<file path="src/hdl/rmc_params.svh">
/*
 * Constants of the registered magnitude comparator: widths, depths,
 * select codes and reset values.
 * Assumes it is included by bare name from hdl/ files only.
 */
`ifndef RMC_PARAMS_SVH
`define RMC_PARAMS_SVH

// data path
`define RMC_WIDTH       8
`define RMC_MSB         7
`define RMC_FIFO_DEPTH  16

// select codes {mode_pick_high, mode_pick_low}
`define RMC_SEL_HOLD    2'h0
`define RMC_SEL_SHIFT   2'h1
`define RMC_SEL_OUT     2'h3
`define RMC_SEL_LOAD    2'h2

// reset values
`define RMC_REG_RST     8'h00
`define RMC_FLAG_OFF    3'h7
`define RMC_FLAG_LOW    3'h0

`endif

</file>
<file path="src/hdl/rmc_pkg.sv">
/*
 * Types of the registered magnitude comparator.
 * Assumes rmc_params.svh is on the include path.
 */
`include "rmc_params.svh"

package rmc_pkg;

    // operating modes, gray ordered hold-shift-output-load
    typedef enum logic [1:0] {
        mode_hold  = `RMC_SEL_HOLD,
        mode_shift = `RMC_SEL_SHIFT,
        mode_out   = `RMC_SEL_OUT,
        mode_load  = `RMC_SEL_LOAD
    } rmc_mode_t;

    // three open-collector status lines
    typedef struct packed {
        logic greater_flag;
        logic below_flag;
        logic match_flag;
    } rmc_flag_t;

    // every asynchronous input, synchronised as one word
    typedef struct packed {
        logic [`RMC_MSB:0] bus;
        logic              mode_pick_high;
        logic              mode_pick_low;
        logic              serial_in;
        logic              status_gate_n;
        logic              signed_mode;
        rmc_flag_t         flags;
    } rmc_pins_t;

endpackage

</file>
<file path="src/hdl/rmc_fifo.sv">
/*
 * Parameterised synchronous FIFO with valid/ready on both sides.
 * Assumes one clock, asynchronous active-low reset, DEPTH a power of 2.
 */
`timescale 1ns/1ps
`include "rmc_params.svh"

module rmc_fifo #(
    parameter int WIDTH = `RMC_WIDTH,
    parameter int DEPTH = `RMC_FIFO_DEPTH
) (
    // clock and reset
    input  wire logic             clock,
    input  wire logic             rstn,
    // fill side
    input  wire logic [WIDTH-1:0] in_data,
    input  wire logic             in_valid,
    output logic                  in_ready,
    // drain side
    output logic      [WIDTH-1:0] out_data,
    output logic                  out_valid,
    input  wire logic             out_ready
);
    localparam int AW = $clog2(DEPTH);

    logic [WIDTH-1:0] mem_r [DEPTH];
    logic [AW-1:0]    wr_r;
    logic [AW-1:0]    rd_r;
    logic [AW:0]      cnt_r;
    logic             push;
    logic             pop;

    assign in_ready  = (cnt_r != DEPTH[AW:0]);
    assign out_valid = (cnt_r != '0);
    assign out_data  = mem_r[rd_r];
    assign push      = in_valid & in_ready;
    assign pop       = out_valid & out_ready;

    always_ff @(posedge clock) begin
        if (push) begin
            mem_r[wr_r] <= in_data;
        end
    end

    always_ff @(posedge clock or negedge rstn) begin
        if (!rstn) begin
            wr_r  <= '0;
            rd_r  <= '0;
            cnt_r <= '0;
        end else begin
            if (push) begin
                wr_r <= wr_r + 1'b1;
            end
            if (pop) begin
                rd_r <= rd_r + 1'b1;
            end
            case ({push, pop})
                2'h2:    cnt_r <= cnt_r + 1'b1;
                2'h1:    cnt_r <= cnt_r - 1'b1;
                default: cnt_r <= cnt_r;
            endcase
        end
    end

endmodule

</file>
<file path="src/hdl/rmc_top.sv">
/*
 * Registered magnitude comparator: an 8-bit register on shared
 * two-way data pins, a comparator between register and pins, serial
 * link pins for shifting and cascading, open-collector status lines.
 * Assumes every pin input is asynchronous to clock; the board resolves
 * the two-way and wired-AND lines from the output enables.
 */
`timescale 1ns/1ps
`include "rmc_params.svh"

module rmc_top (
    // clock and reset
    input  wire logic               clock,
    input  wire logic               rstn,
    // shared data pins
    input  wire logic [`RMC_MSB:0]  bus_in,
    output logic      [`RMC_MSB:0]  bus_out,
    output logic                    bus_oe_n,
    // mode selection
    input  wire logic               mode_pick_low,
    input  wire logic               mode_pick_high,
    input  wire logic               signed_mode,
    // serial and cascade link
    input  wire logic               serial_in,
    output logic                    serial_out,
    // status lines
    input  wire logic               status_gate_n,
    input  wire rmc_pkg::rmc_flag_t flags_in,
    output rmc_pkg::rmc_flag_t      flags_out,
    output rmc_pkg::rmc_flag_t      flags_oe_n,
    output rmc_pkg::rmc_flag_t      flags_seen,
    // load queue
    output logic                    load_ready
);

    ////////////////////////////////////////////////////////////////////
    // comparator

    function automatic rmc_pkg::rmc_flag_t compare(
        input logic [`RMC_MSB:0] a,
        input logic [`RMC_MSB:0] b,
        input logic              sgn
    );
        logic [`RMC_MSB:0] ax;
        logic [`RMC_MSB:0] bx;
        rmc_pkg::rmc_flag_t r;
        ax = a;
        bx = b;
        ax[`RMC_MSB] = a[`RMC_MSB] ^ sgn;
        bx[`RMC_MSB] = b[`RMC_MSB] ^ sgn;
        r.greater_flag = (ax > bx);
        r.below_flag   = (ax < bx);
        r.match_flag   = (ax == bx);
        return r;
    endfunction

    ////////////////////////////////////////////////////////////////////
    // input synchroniser

    rmc_pkg::rmc_pins_t pins_raw;
    rmc_pkg::rmc_pins_t s1_r;
    rmc_pkg::rmc_pins_t s2_r;

    always_comb begin
        pins_raw.bus            = bus_in;
        pins_raw.mode_pick_high = mode_pick_high;
        pins_raw.mode_pick_low  = mode_pick_low;
        pins_raw.serial_in      = serial_in;
        pins_raw.status_gate_n  = status_gate_n;
        pins_raw.signed_mode    = signed_mode;
        pins_raw.flags          = flags_in;
    end

    // first stage feeds only the second
    always_ff @(posedge clock or negedge rstn) begin
        if (!rstn) begin
            s1_r <= '0;
            s2_r <= '0;
        end else begin
            s1_r <= pins_raw;
            s2_r <= s1_r;
        end
    end

    ////////////////////////////////////////////////////////////////////
    // mode decode

    rmc_pkg::rmc_mode_t mode;
    logic               shifting;
    logic               cascade_in;
    rmc_pkg::rmc_flag_t result;

    assign mode = rmc_pkg::rmc_mode_t'({s2_r.mode_pick_high,
                                        s2_r.mode_pick_low});
    assign shifting   = (mode == rmc_pkg::mode_shift);
    assign cascade_in = s2_r.serial_in & ~shifting;

    logic [`RMC_MSB:0] reg_r;

    assign result = compare(reg_r, s2_r.bus, s2_r.signed_mode);

    ////////////////////////////////////////////////////////////////////
    // load queue

    logic              fifo_in_valid;
    logic              fifo_in_ready;
    logic [`RMC_MSB:0] fifo_out_data;
    logic              fifo_out_valid;
    logic              fifo_out_ready;
    logic              pop;

    // words sampled in load mode drain on the next cycle whatever the
    // mode, so no word is left over for a later load to apply again;
    // a word that drains while shifting is dropped
    assign fifo_in_valid  = (mode == rmc_pkg::mode_load);
    assign fifo_out_ready = 1'b1;
    assign pop            = fifo_out_valid & fifo_out_ready;

    rmc_fifo #(
        .WIDTH (`RMC_WIDTH),
        .DEPTH (`RMC_FIFO_DEPTH)
    ) u_fifo (
        .clock     (clock),
        .rstn      (rstn),
        .in_data   (s2_r.bus),
        .in_valid  (fifo_in_valid),
        .in_ready  (fifo_in_ready),
        .out_data  (fifo_out_data),
        .out_valid (fifo_out_valid),
        .out_ready (fifo_out_ready)
    );

    logic load_ready_r;

    always_ff @(posedge clock or negedge rstn) begin
        if (!rstn) begin
            load_ready_r <= 1'b0;
        end else begin
            load_ready_r <= fifo_in_ready;
        end
    end

    ////////////////////////////////////////////////////////////////////
    // data register

    logic [`RMC_MSB:0] reg_nxt;

    always_comb begin
        reg_nxt = reg_r;
        case (mode)
            rmc_pkg::mode_shift: reg_nxt = {s2_r.serial_in,
                                            reg_r[`RMC_MSB:1]};
            // parallel load from the queue, two cycles behind the synchronised pins
            default: begin
                if (pop) begin
                    reg_nxt = fifo_out_data;
                end
            end
        endcase
    end

    always_ff @(posedge clock or negedge rstn) begin
        if (!rstn) begin
            reg_r <= `RMC_REG_RST;
        end else begin
            reg_r <= reg_nxt;
        end
    end

    ////////////////////////////////////////////////////////////////////
    // data pins

    logic [`RMC_MSB:0] bus_out_r;
    logic              bus_oe_n_r;

    always_ff @(posedge clock or negedge rstn) begin
        if (!rstn) begin
            bus_out_r  <= `RMC_REG_RST;
            bus_oe_n_r <= 1'b1;
        end else begin
            bus_out_r  <= reg_nxt;
            bus_oe_n_r <= (mode != rmc_pkg::mode_out);
        end
    end

    ////////////////////////////////////////////////////////////////////
    // serial and cascade link

    logic serial_out_r;

    always_ff @(posedge clock or negedge rstn) begin
        if (!rstn) begin
            serial_out_r <= 1'b0;
        end else if (shifting) begin
            serial_out_r <= reg_nxt[0];
        end else begin
            serial_out_r <= cascade_in | ~result.match_flag;
        end
    end

    ////////////////////////////////////////////////////////////////////
    // status lines

    rmc_pkg::rmc_flag_t flags_oe_n_r;
    rmc_pkg::rmc_flag_t flags_seen_r;
    logic               release_all;

    assign release_all = s2_r.status_gate_n | cascade_in;

    // true flag floats high, false pulled low
    always_ff @(posedge clock or negedge rstn) begin
        if (!rstn) begin
            flags_oe_n_r <= `RMC_FLAG_OFF;
        end else if (release_all) begin
            flags_oe_n_r <= `RMC_FLAG_OFF;
        end else begin
            flags_oe_n_r <= result;
        end
    end

    always_ff @(posedge clock or negedge rstn) begin
        if (!rstn) begin
            flags_seen_r <= `RMC_FLAG_LOW;
        end else begin
            flags_seen_r <= s2_r.flags;
        end
    end

    assign bus_out    = bus_out_r;
    assign bus_oe_n   = bus_oe_n_r;
    assign serial_out = serial_out_r;
    assign flags_out  = `RMC_FLAG_LOW;
    assign flags_oe_n = flags_oe_n_r;
    assign flags_seen = flags_seen_r;
    assign load_ready = load_ready_r;
endmodule

</file>
<file path="config.mk">
export PLATFORM = sky130hd
export DESIGN_NAME = rmc_top
export DESIGN_NICKNAME = d
export VERILOG_FILES = /design/src/hdl/rmc_pkg.sv /design/src/hdl/rmc_fifo.sv /design/src/hdl/rmc_top.sv
export VERILOG_INCLUDE_DIRS = /design/src /design/src/hdl
export SDC_FILE = /design/constraint.sdc
export NUM_CORES = 1
export LEC_CHECK = 0
export ABC_CLOCK_PERIOD_IN_PS = 7540
export BUFFER_PORTS_ARGS = -buffer_cell sky130_fd_sc_hd__clkbuf_2
export CAP_MARGIN = 15
export CORE_UTILIZATION = 29
export CTS_CLUSTER_SIZE = 20
export DETAILED_ROUTE_END_ITERATION = 6
export PLACE_DENSITY = 0.47
export SKIP_CTS_REPAIR_TIMING = 1
export SLEW_MARGIN = 20
export SYNTH_ARGS = -nofsm -noshare
export SYNTH_HDL_FRONTEND = slang
export SYNTH_HIERARCHICAL = 1
export SYNTH_SLANG_ARGS = --single-unit
</file>
<file path="constraint.sdc">
create_clock -name clock -period 7.54 [get_ports clock]
set_input_delay 1.508 -clock clock [delete_from_list [all_inputs] [get_ports clock]]
set_output_delay 1.508 -clock clock [all_outputs]
set_load 0.02 [all_outputs]
</file>
==> flow_summary.ini, run 1 <==
[run_status]
outcome = complete, no violations

[logic_synthesis]
avgSynthCellArea_um2 = 16.6
synth_area_leader_cell = edfxtp_1
yosys_warnings = 6
synth-seq-cells = 190
synthAdderAreaFrac_pct = 3.11
yosysUniqueCellTypes = 40
synth_area_um2 = 7490
synth_top_family_by_area = multiplexers
synth_top_area_share_pct = 51.3
synth-xor-area-share_pct = 1.40
synth.most_common_cell = edfxtp_1
synth_cells = 452
synthSimpleGateAreaFrac_pct = 4.61
ys_seq_area_share_pct = 72.1
synth_commonest_cells = 128 x edfxtp_1, 58 x dfrtp_1, 33 x mux2i_1, 29 x nand2_1, 29 x o21ai_0
synth_compound_area_share_pct = 5.14
synthArstFlopShare_pct = 32.6
synth_area_leaders = edfxtp_1 51%, dfrtp_1 19%, mux4_2 4.8%
synthFlopType = edfxtp_1
synth_edf_count = 128
synth.area.mux_share_pct = 10.6

[critical_path]
critical_path_required_ns = 7.86
critPathKind = register to register
cp.arrival_ns = 3.36
cp_max_fo = 9
start_kind = register
end_kind = register
ff2ff_path_depth = 10

[drt]
via_per_inst = 4.58
wl_per_cell_um = 18.6
vias = 3821
drt_wl_total_um = 15500
ant_nets = 0
drtPass1Iterations = 4
drc_errors = 0
drt_iter0_markers = 202

[clock_tree]
cts_root_buf = clkbuf_16
cts_tree = built
htreeDepth = 4
clkLatencyLatePin_ns = 0.43
cts.sinks = 190
cts.reportedPaths.clkPinSlew_ns = 0.07
clock_path_buffers = 2
cts_buffers = 17

[die]
num_io_pins = 38
die_h_um = 163
die_w_um = 163
fp.coreArea_um2 = 25300
start_util_pct = 29.7
die_area_um2 = 26500
rows = 58

[layout]
drive_gt1_share_pct = 21.6
multi_input_area_um2 = 1880
regArea_um2 = 5400
area_growth_pct = 14.6
fillCellCount = 2434
fin_nets = 527
fin_area_um2 = 8590
diodes = 0

[global_route]
overflow = 0
grt_pass1_vias = 4138
grt_util_all_layers_pct = 12.7
antenna_found_initial = 0
grt_max_degree = 63
grt_pass1_wl_um = 24200

[placement]
gp_congestion = 0.721
portBuffers = 34
place_hpwl_um = 10000
placed_area_um2 = 7970

[sta]
fin_setup_tns_ns = 0
drv_slew = 0
setup_violations = 0
worstMarginPinSlew_ns = 1.04
period_share_pct = 40.4
finalClockSkew_ns = 0.00875
rsz0062_at_grt = no
min_period_ns = 3.05
worst_slew_margin_rel_pct = 30.8
finalHoldViolCount = 0
fmax_ghz = 0.328

[worst_hold_path]
hold_path.class = register to register
hold_depth = 0

[power]
vdd.ir_drop.worst_v = 0.000145
p_leak_nw = 3.21
powerDensity_nw_per_um2 = 363

[job]
cap_violations = 0
[cell usage in the layout (no fill, tap or decap), drive strengths merged, types with 3 or more instances in the layout]
cell / synthesis / routed
edfxtp: 128 / 128
dfrtp: 58 / 58
clkbuf: 4 / 54
mux2i: 33 / 33
nand2: 30 / 30
o21ai: 29 / 29
inv: 14 / 20
a21oi: 17 / 17
ha: 17 / 17
mux4: 16 / 16
nor2: 15 / 15
mux2: 9 / 9
xnor2: 8 / 8
a221oi: 8 / 8
a22oi: 8 / 8
buf: 19 / 8
nand2b: 4 / 4
xor2: 4 / 4
nor2b: 4 / 4
conb: 2 / 4
dfstp: 4 / 4
nor3: 4 / 4
clkinv: 0 / 4
nand3: 3 / 3
nand4: 3 / 3
and2: 3 / 3
[final timing paths]
check / to / startpoint / slack, ns
max: u_fifo/cnt_r[4] / u_fifo/cnt_r[1] / 4.49
min: s2_r[5] / s1_r[5] / 0.35
max reg2reg: u_fifo/cnt_r[4] / u_fifo/cnt_r[1] / 4.49
min reg2reg: s2_r[5] / s1_r[5] / 0.35
max in group asynchronous: u_fifo/rd_r[0] / rstn / 5.76
min in group asynchronous: bus_out[6] / rstn / 1.25
[routing by layer]
layer	up-vias	wire [µm]	GRT usage, %	share of wire [%]
met5	-	0	0	0
met4	0	384	5.61	2.5
met3	17	387	2.75	2.5
met2	53	7930	21.6	51
met1	1999	6820	15.5	44
li1	1752	-	-	-
[cell type report]
type / instances / share of cell area [%]
Timing Repair Buffer: 41 / 2.59
Clock inverter: 11 / 1.33
Tap cell: 330 / 4.81
Clock buffer: 21 / 5.86
Multi-Input combinational cell: 227 / 21.9
Inverter: 14 / 0.612
Sequential cell: 190 / 62.9
[power by group]
part	total [mW]	internal [mW]	switching, mW
combinational	0.798	0.356	0.443
sequential	1.40	1.23	0.173
clock	0.914	0.521	0.393
total	3.11	2.10	1.01
[state kept, by name, summed over array words and instances (netlist names)]
| register | flops |
|---|---|
| bus_oe_n | 1 |
| bus_out | 8 |
| flags_oe_n | 3 |
| flags_seen | 3 |
| load_ready | 1 |
| mode | 2 |
| s1_r | 16 |
| s2_r | 14 |
| serial_out | 1 |
| u_fifo/cnt_r | 5 |
| u_fifo/mem_r | 128 |
| u_fifo/rd_r | 4 |
| u_fifo/wr_r | 4 |
[logic make-up after synthesis]
| kind of cell | after synthesis |
|---|---|
| compound gates | 65 |
| other cells | 2 |
| flops | 190 |
| fa+ha+maj | 18 |
| buf+inv | 37 |
| mux | 58 |
| xor+xnor | 12 |
| simple gates | 70 |
[metrics by stage]
step	instances	utilization [%]	hold slack (ns)	setup slack [ns]	power (mW)
after floorplan	454	-	0.331	4.88	1.99
after global placement	802	31.6	0.332	4.53	2.22
after detailed placement	802	31.6	0.336	4.48	2.24
after CTS	834	34.0	0.353	4.46	3.17
after global routing	834	34.0	0.356	4.25	3.29
final	834	34.0	0.349	4.49	3.11
[critical path, cell delays in order (launching register included)]
cell and delay [ns]:
dfrtp_1 0.42, nor4_2 0.35, nand2b_1 0.36, and2_4 0.32
ha_1 0.24, ha_1 0.33, nor2b_1 0.14, o21ai_0 0.19
a21oi_1 0.10, or3b_1 0.36, xnor2_1 0.13
Power figures use the tool's default switching activity.
==> run 2: changes to the inputs <==
--- a/config.mk
+++ b/config.mk
@@ -6,7 +6,7 @@
 export SDC_FILE = /design/constraint.sdc
 export NUM_CORES = 1
 export LEC_CHECK = 0
-export ABC_CLOCK_PERIOD_IN_PS = 7540
+export ABC_CLOCK_PERIOD_IN_PS = 2900
 export BUFFER_PORTS_ARGS = -buffer_cell sky130_fd_sc_hd__clkbuf_2
 export CAP_MARGIN = 15
 export CORE_UTILIZATION = 29
==> constraint.sdc (replaced) <==
create_clock -name clock -period 2.9 [get_ports clock]
set_input_delay 0.58 -clock clock [delete_from_list [all_inputs] [get_ports clock]]
set_output_delay 0.58 -clock clock [all_outputs]
set_load 0.02 [all_outputs]
==> run 2 against run 1 <==
Net effect: non-clock buffer count is 22 higher; clock power grew to 2.5 times the previous value; critical endpoint unchanged; worst hold slack worse by 0.099 ns; critical path depth is 2 higher; sequential share of layout area is 1.3 points lower; register-to-register slack worse by 4.3 ns; die area stayed put; highest routed layer unchanged.
==> flow_summary.ini, run 2 (synthesized netlist as in run 1, its figures left out) <==
[run_status]
outcome = complete, no violations

[global_route]
antenna_found_initial = 0
grt_pass1_wl_um = 24000
overflow = 0
grt_max_degree = 63
grt_util_all_layers_pct = 12.6
grt_pass1_vias = 4073

[clock_tree]
cts_buffers = 17
htreeDepth = 4
cts.reportedPaths.clkPinSlew_ns = 0.07
cts_tree = built
cts_root_buf = clkbuf_16
clock_path_buffers = 2
cts.sinks = 190
clkLatencyLatePin_ns = 0.43

[sta]
period_share_pct = 94.6
finalWorstSetupSlack_ns = 0.156
finalHoldViolCount = 0
finalClockSkew_ns = 0.0102
fmax_ghz = 0.364
whs_ns = 0.250
setup_violations = 0
min_period_ns = 2.74
drv_slew = 0
fin_setup_tns_ns = 0
worstMarginPinSlew_ns = 0.844
rsz0062_at_grt = no
worst_slew_margin_rel_pct = 43.5

[critical_path]
critPathTopFamily = simple AND/OR/NAND/NOR gates
cp_slowest_cell = dfrtp_1
critPathBufInv = 2
end_kind = register
critPathKind = register to register
worstReg2RegStart = u_fifo/cnt_r[0]
critical_path_required_ns = 3.22
ff2ff_path_depth = 12
start_kind = register
cp_max_fo = 4
cp-endpoint = u_fifo/cnt_r[4]
rrSetupSlack_ns = 0.16
path_cells = nor4_4, nand2_1, and2_1, inv_1, ha_2, inv_1, fa_1, nor2b_1, o21ai_0, nand3_1, or3b_1, xnor2_1
cp_num_cells = 12
worst_r2r_endpoint = u_fifo/cnt_r[4]
worst_path_most_repeated_cell = inv_1
cp-startpoint = u_fifo/cnt_r[0]
crit_path_max_incr_delay_ns = 0.45
cp.arrival_ns = 3.06

[drt]
drtPass1Iterations = 4
drc_errors = 0
ant_nets = 0
vias = 3827
drt_iter0_markers = 208
via_per_inst = 4.47
wl_per_cell_um = 17.9
drt_wl_total_um = 15300

[power]
p_leak_nw = 3.32
powerDensity_nw_per_um2 = 934
vdd.ir_drop.worst_v = 0.000395

[layout]
regMostFlops = u_fifo/mem_r
drive_gt1_share_pct = 25.1
diodes = 0
fin_util_pct = 34.7
area_growth_pct = 17.0
instances_no_fill = 856
largestRegisters = u_fifo/mem_r (128), s1_r (16), s2_r (14)
final_common_cell = edfxtp_1
fin_nets = 549
layout_common_cells = 128 x edfxtp_1, 57 x dfrtp_1, 33 x mux2i_1, 33 x clkbuf_2
largest_reg_flops = 128

[die]
die_h_um = 163
start_util_pct = 29.7
die_w_um = 163
num_io_pins = 38
die_area_um2 = 26500
fp.coreArea_um2 = 25300
rows = 58

[placement]
gp_congestion = 0.754
pre_cts_slack_ns = 0.143
place_inst = 824
portBuffers = 34
place_hpwl_um = 10300

[worst_hold_path]
min_from = signed_mode
hold_path.class = primary input to register

[job]
cap_violations = 0
run 2: report_power, final:
| part | internal [mW] | total (mW) | switching [mW] | leakage, nW |
|---|---|---|---|---|
| Sequential | 3.19 | 3.53 | 0.342 | 1.87 |
| Combinational | 1.04 | 2.33 | 1.29 | 1.16 |
| Clock | 1.29 | 2.32 | 1.03 | 0.298 |
run 2: area by class of cell:
class                           instances  area [µm²]
Clock buffer                           21         514
Clock inverter                         11        87.6
Fill cell                            2436       16500
Inverter                               14        52.6
Multi-Input combinational cell        227        1890
Sequential cell                       190        5400
Tap cell                              330         413
Timing Repair Buffer                   63         413
run 2: routing by layer:
| metal | up-vias | track usage, % | share of wire (%) |
|---|---|---|---|
| li1 | 1809 | - | - |
| met5 | - | 0 | 0 |
| met2 | 47 | 20.5 | 50 |
| met3 | 15 | 2.98 | 2.5 |
| met4 | 0 | 4.84 | 1.8 |
| met1 | 1956 | 16.2 | 46 |
run 2: worst min path at each step:
stage / slack, ns / end / cells after the start
after floorplan: 0.28 / bus_out[0] / 0
after global placement: 0.33 / s2_r[1] / 0
after detailed placement: 0.33 / s2_r[15] / 0
after CTS: 0.23 / s1_r[3] / 1
after global routing: 0.22 / s1_r[15] / 1
final: 0.25 / s1_r[3] / 1
run 2: through the flow:
stage               power (mW)  instance area, µm²
floorplan                 5.17                7500
global placement          5.91                8160
detailed placement        5.96                8160
CTS                       8.30                8760
global route              8.67                8770
finish                    8.19                8770
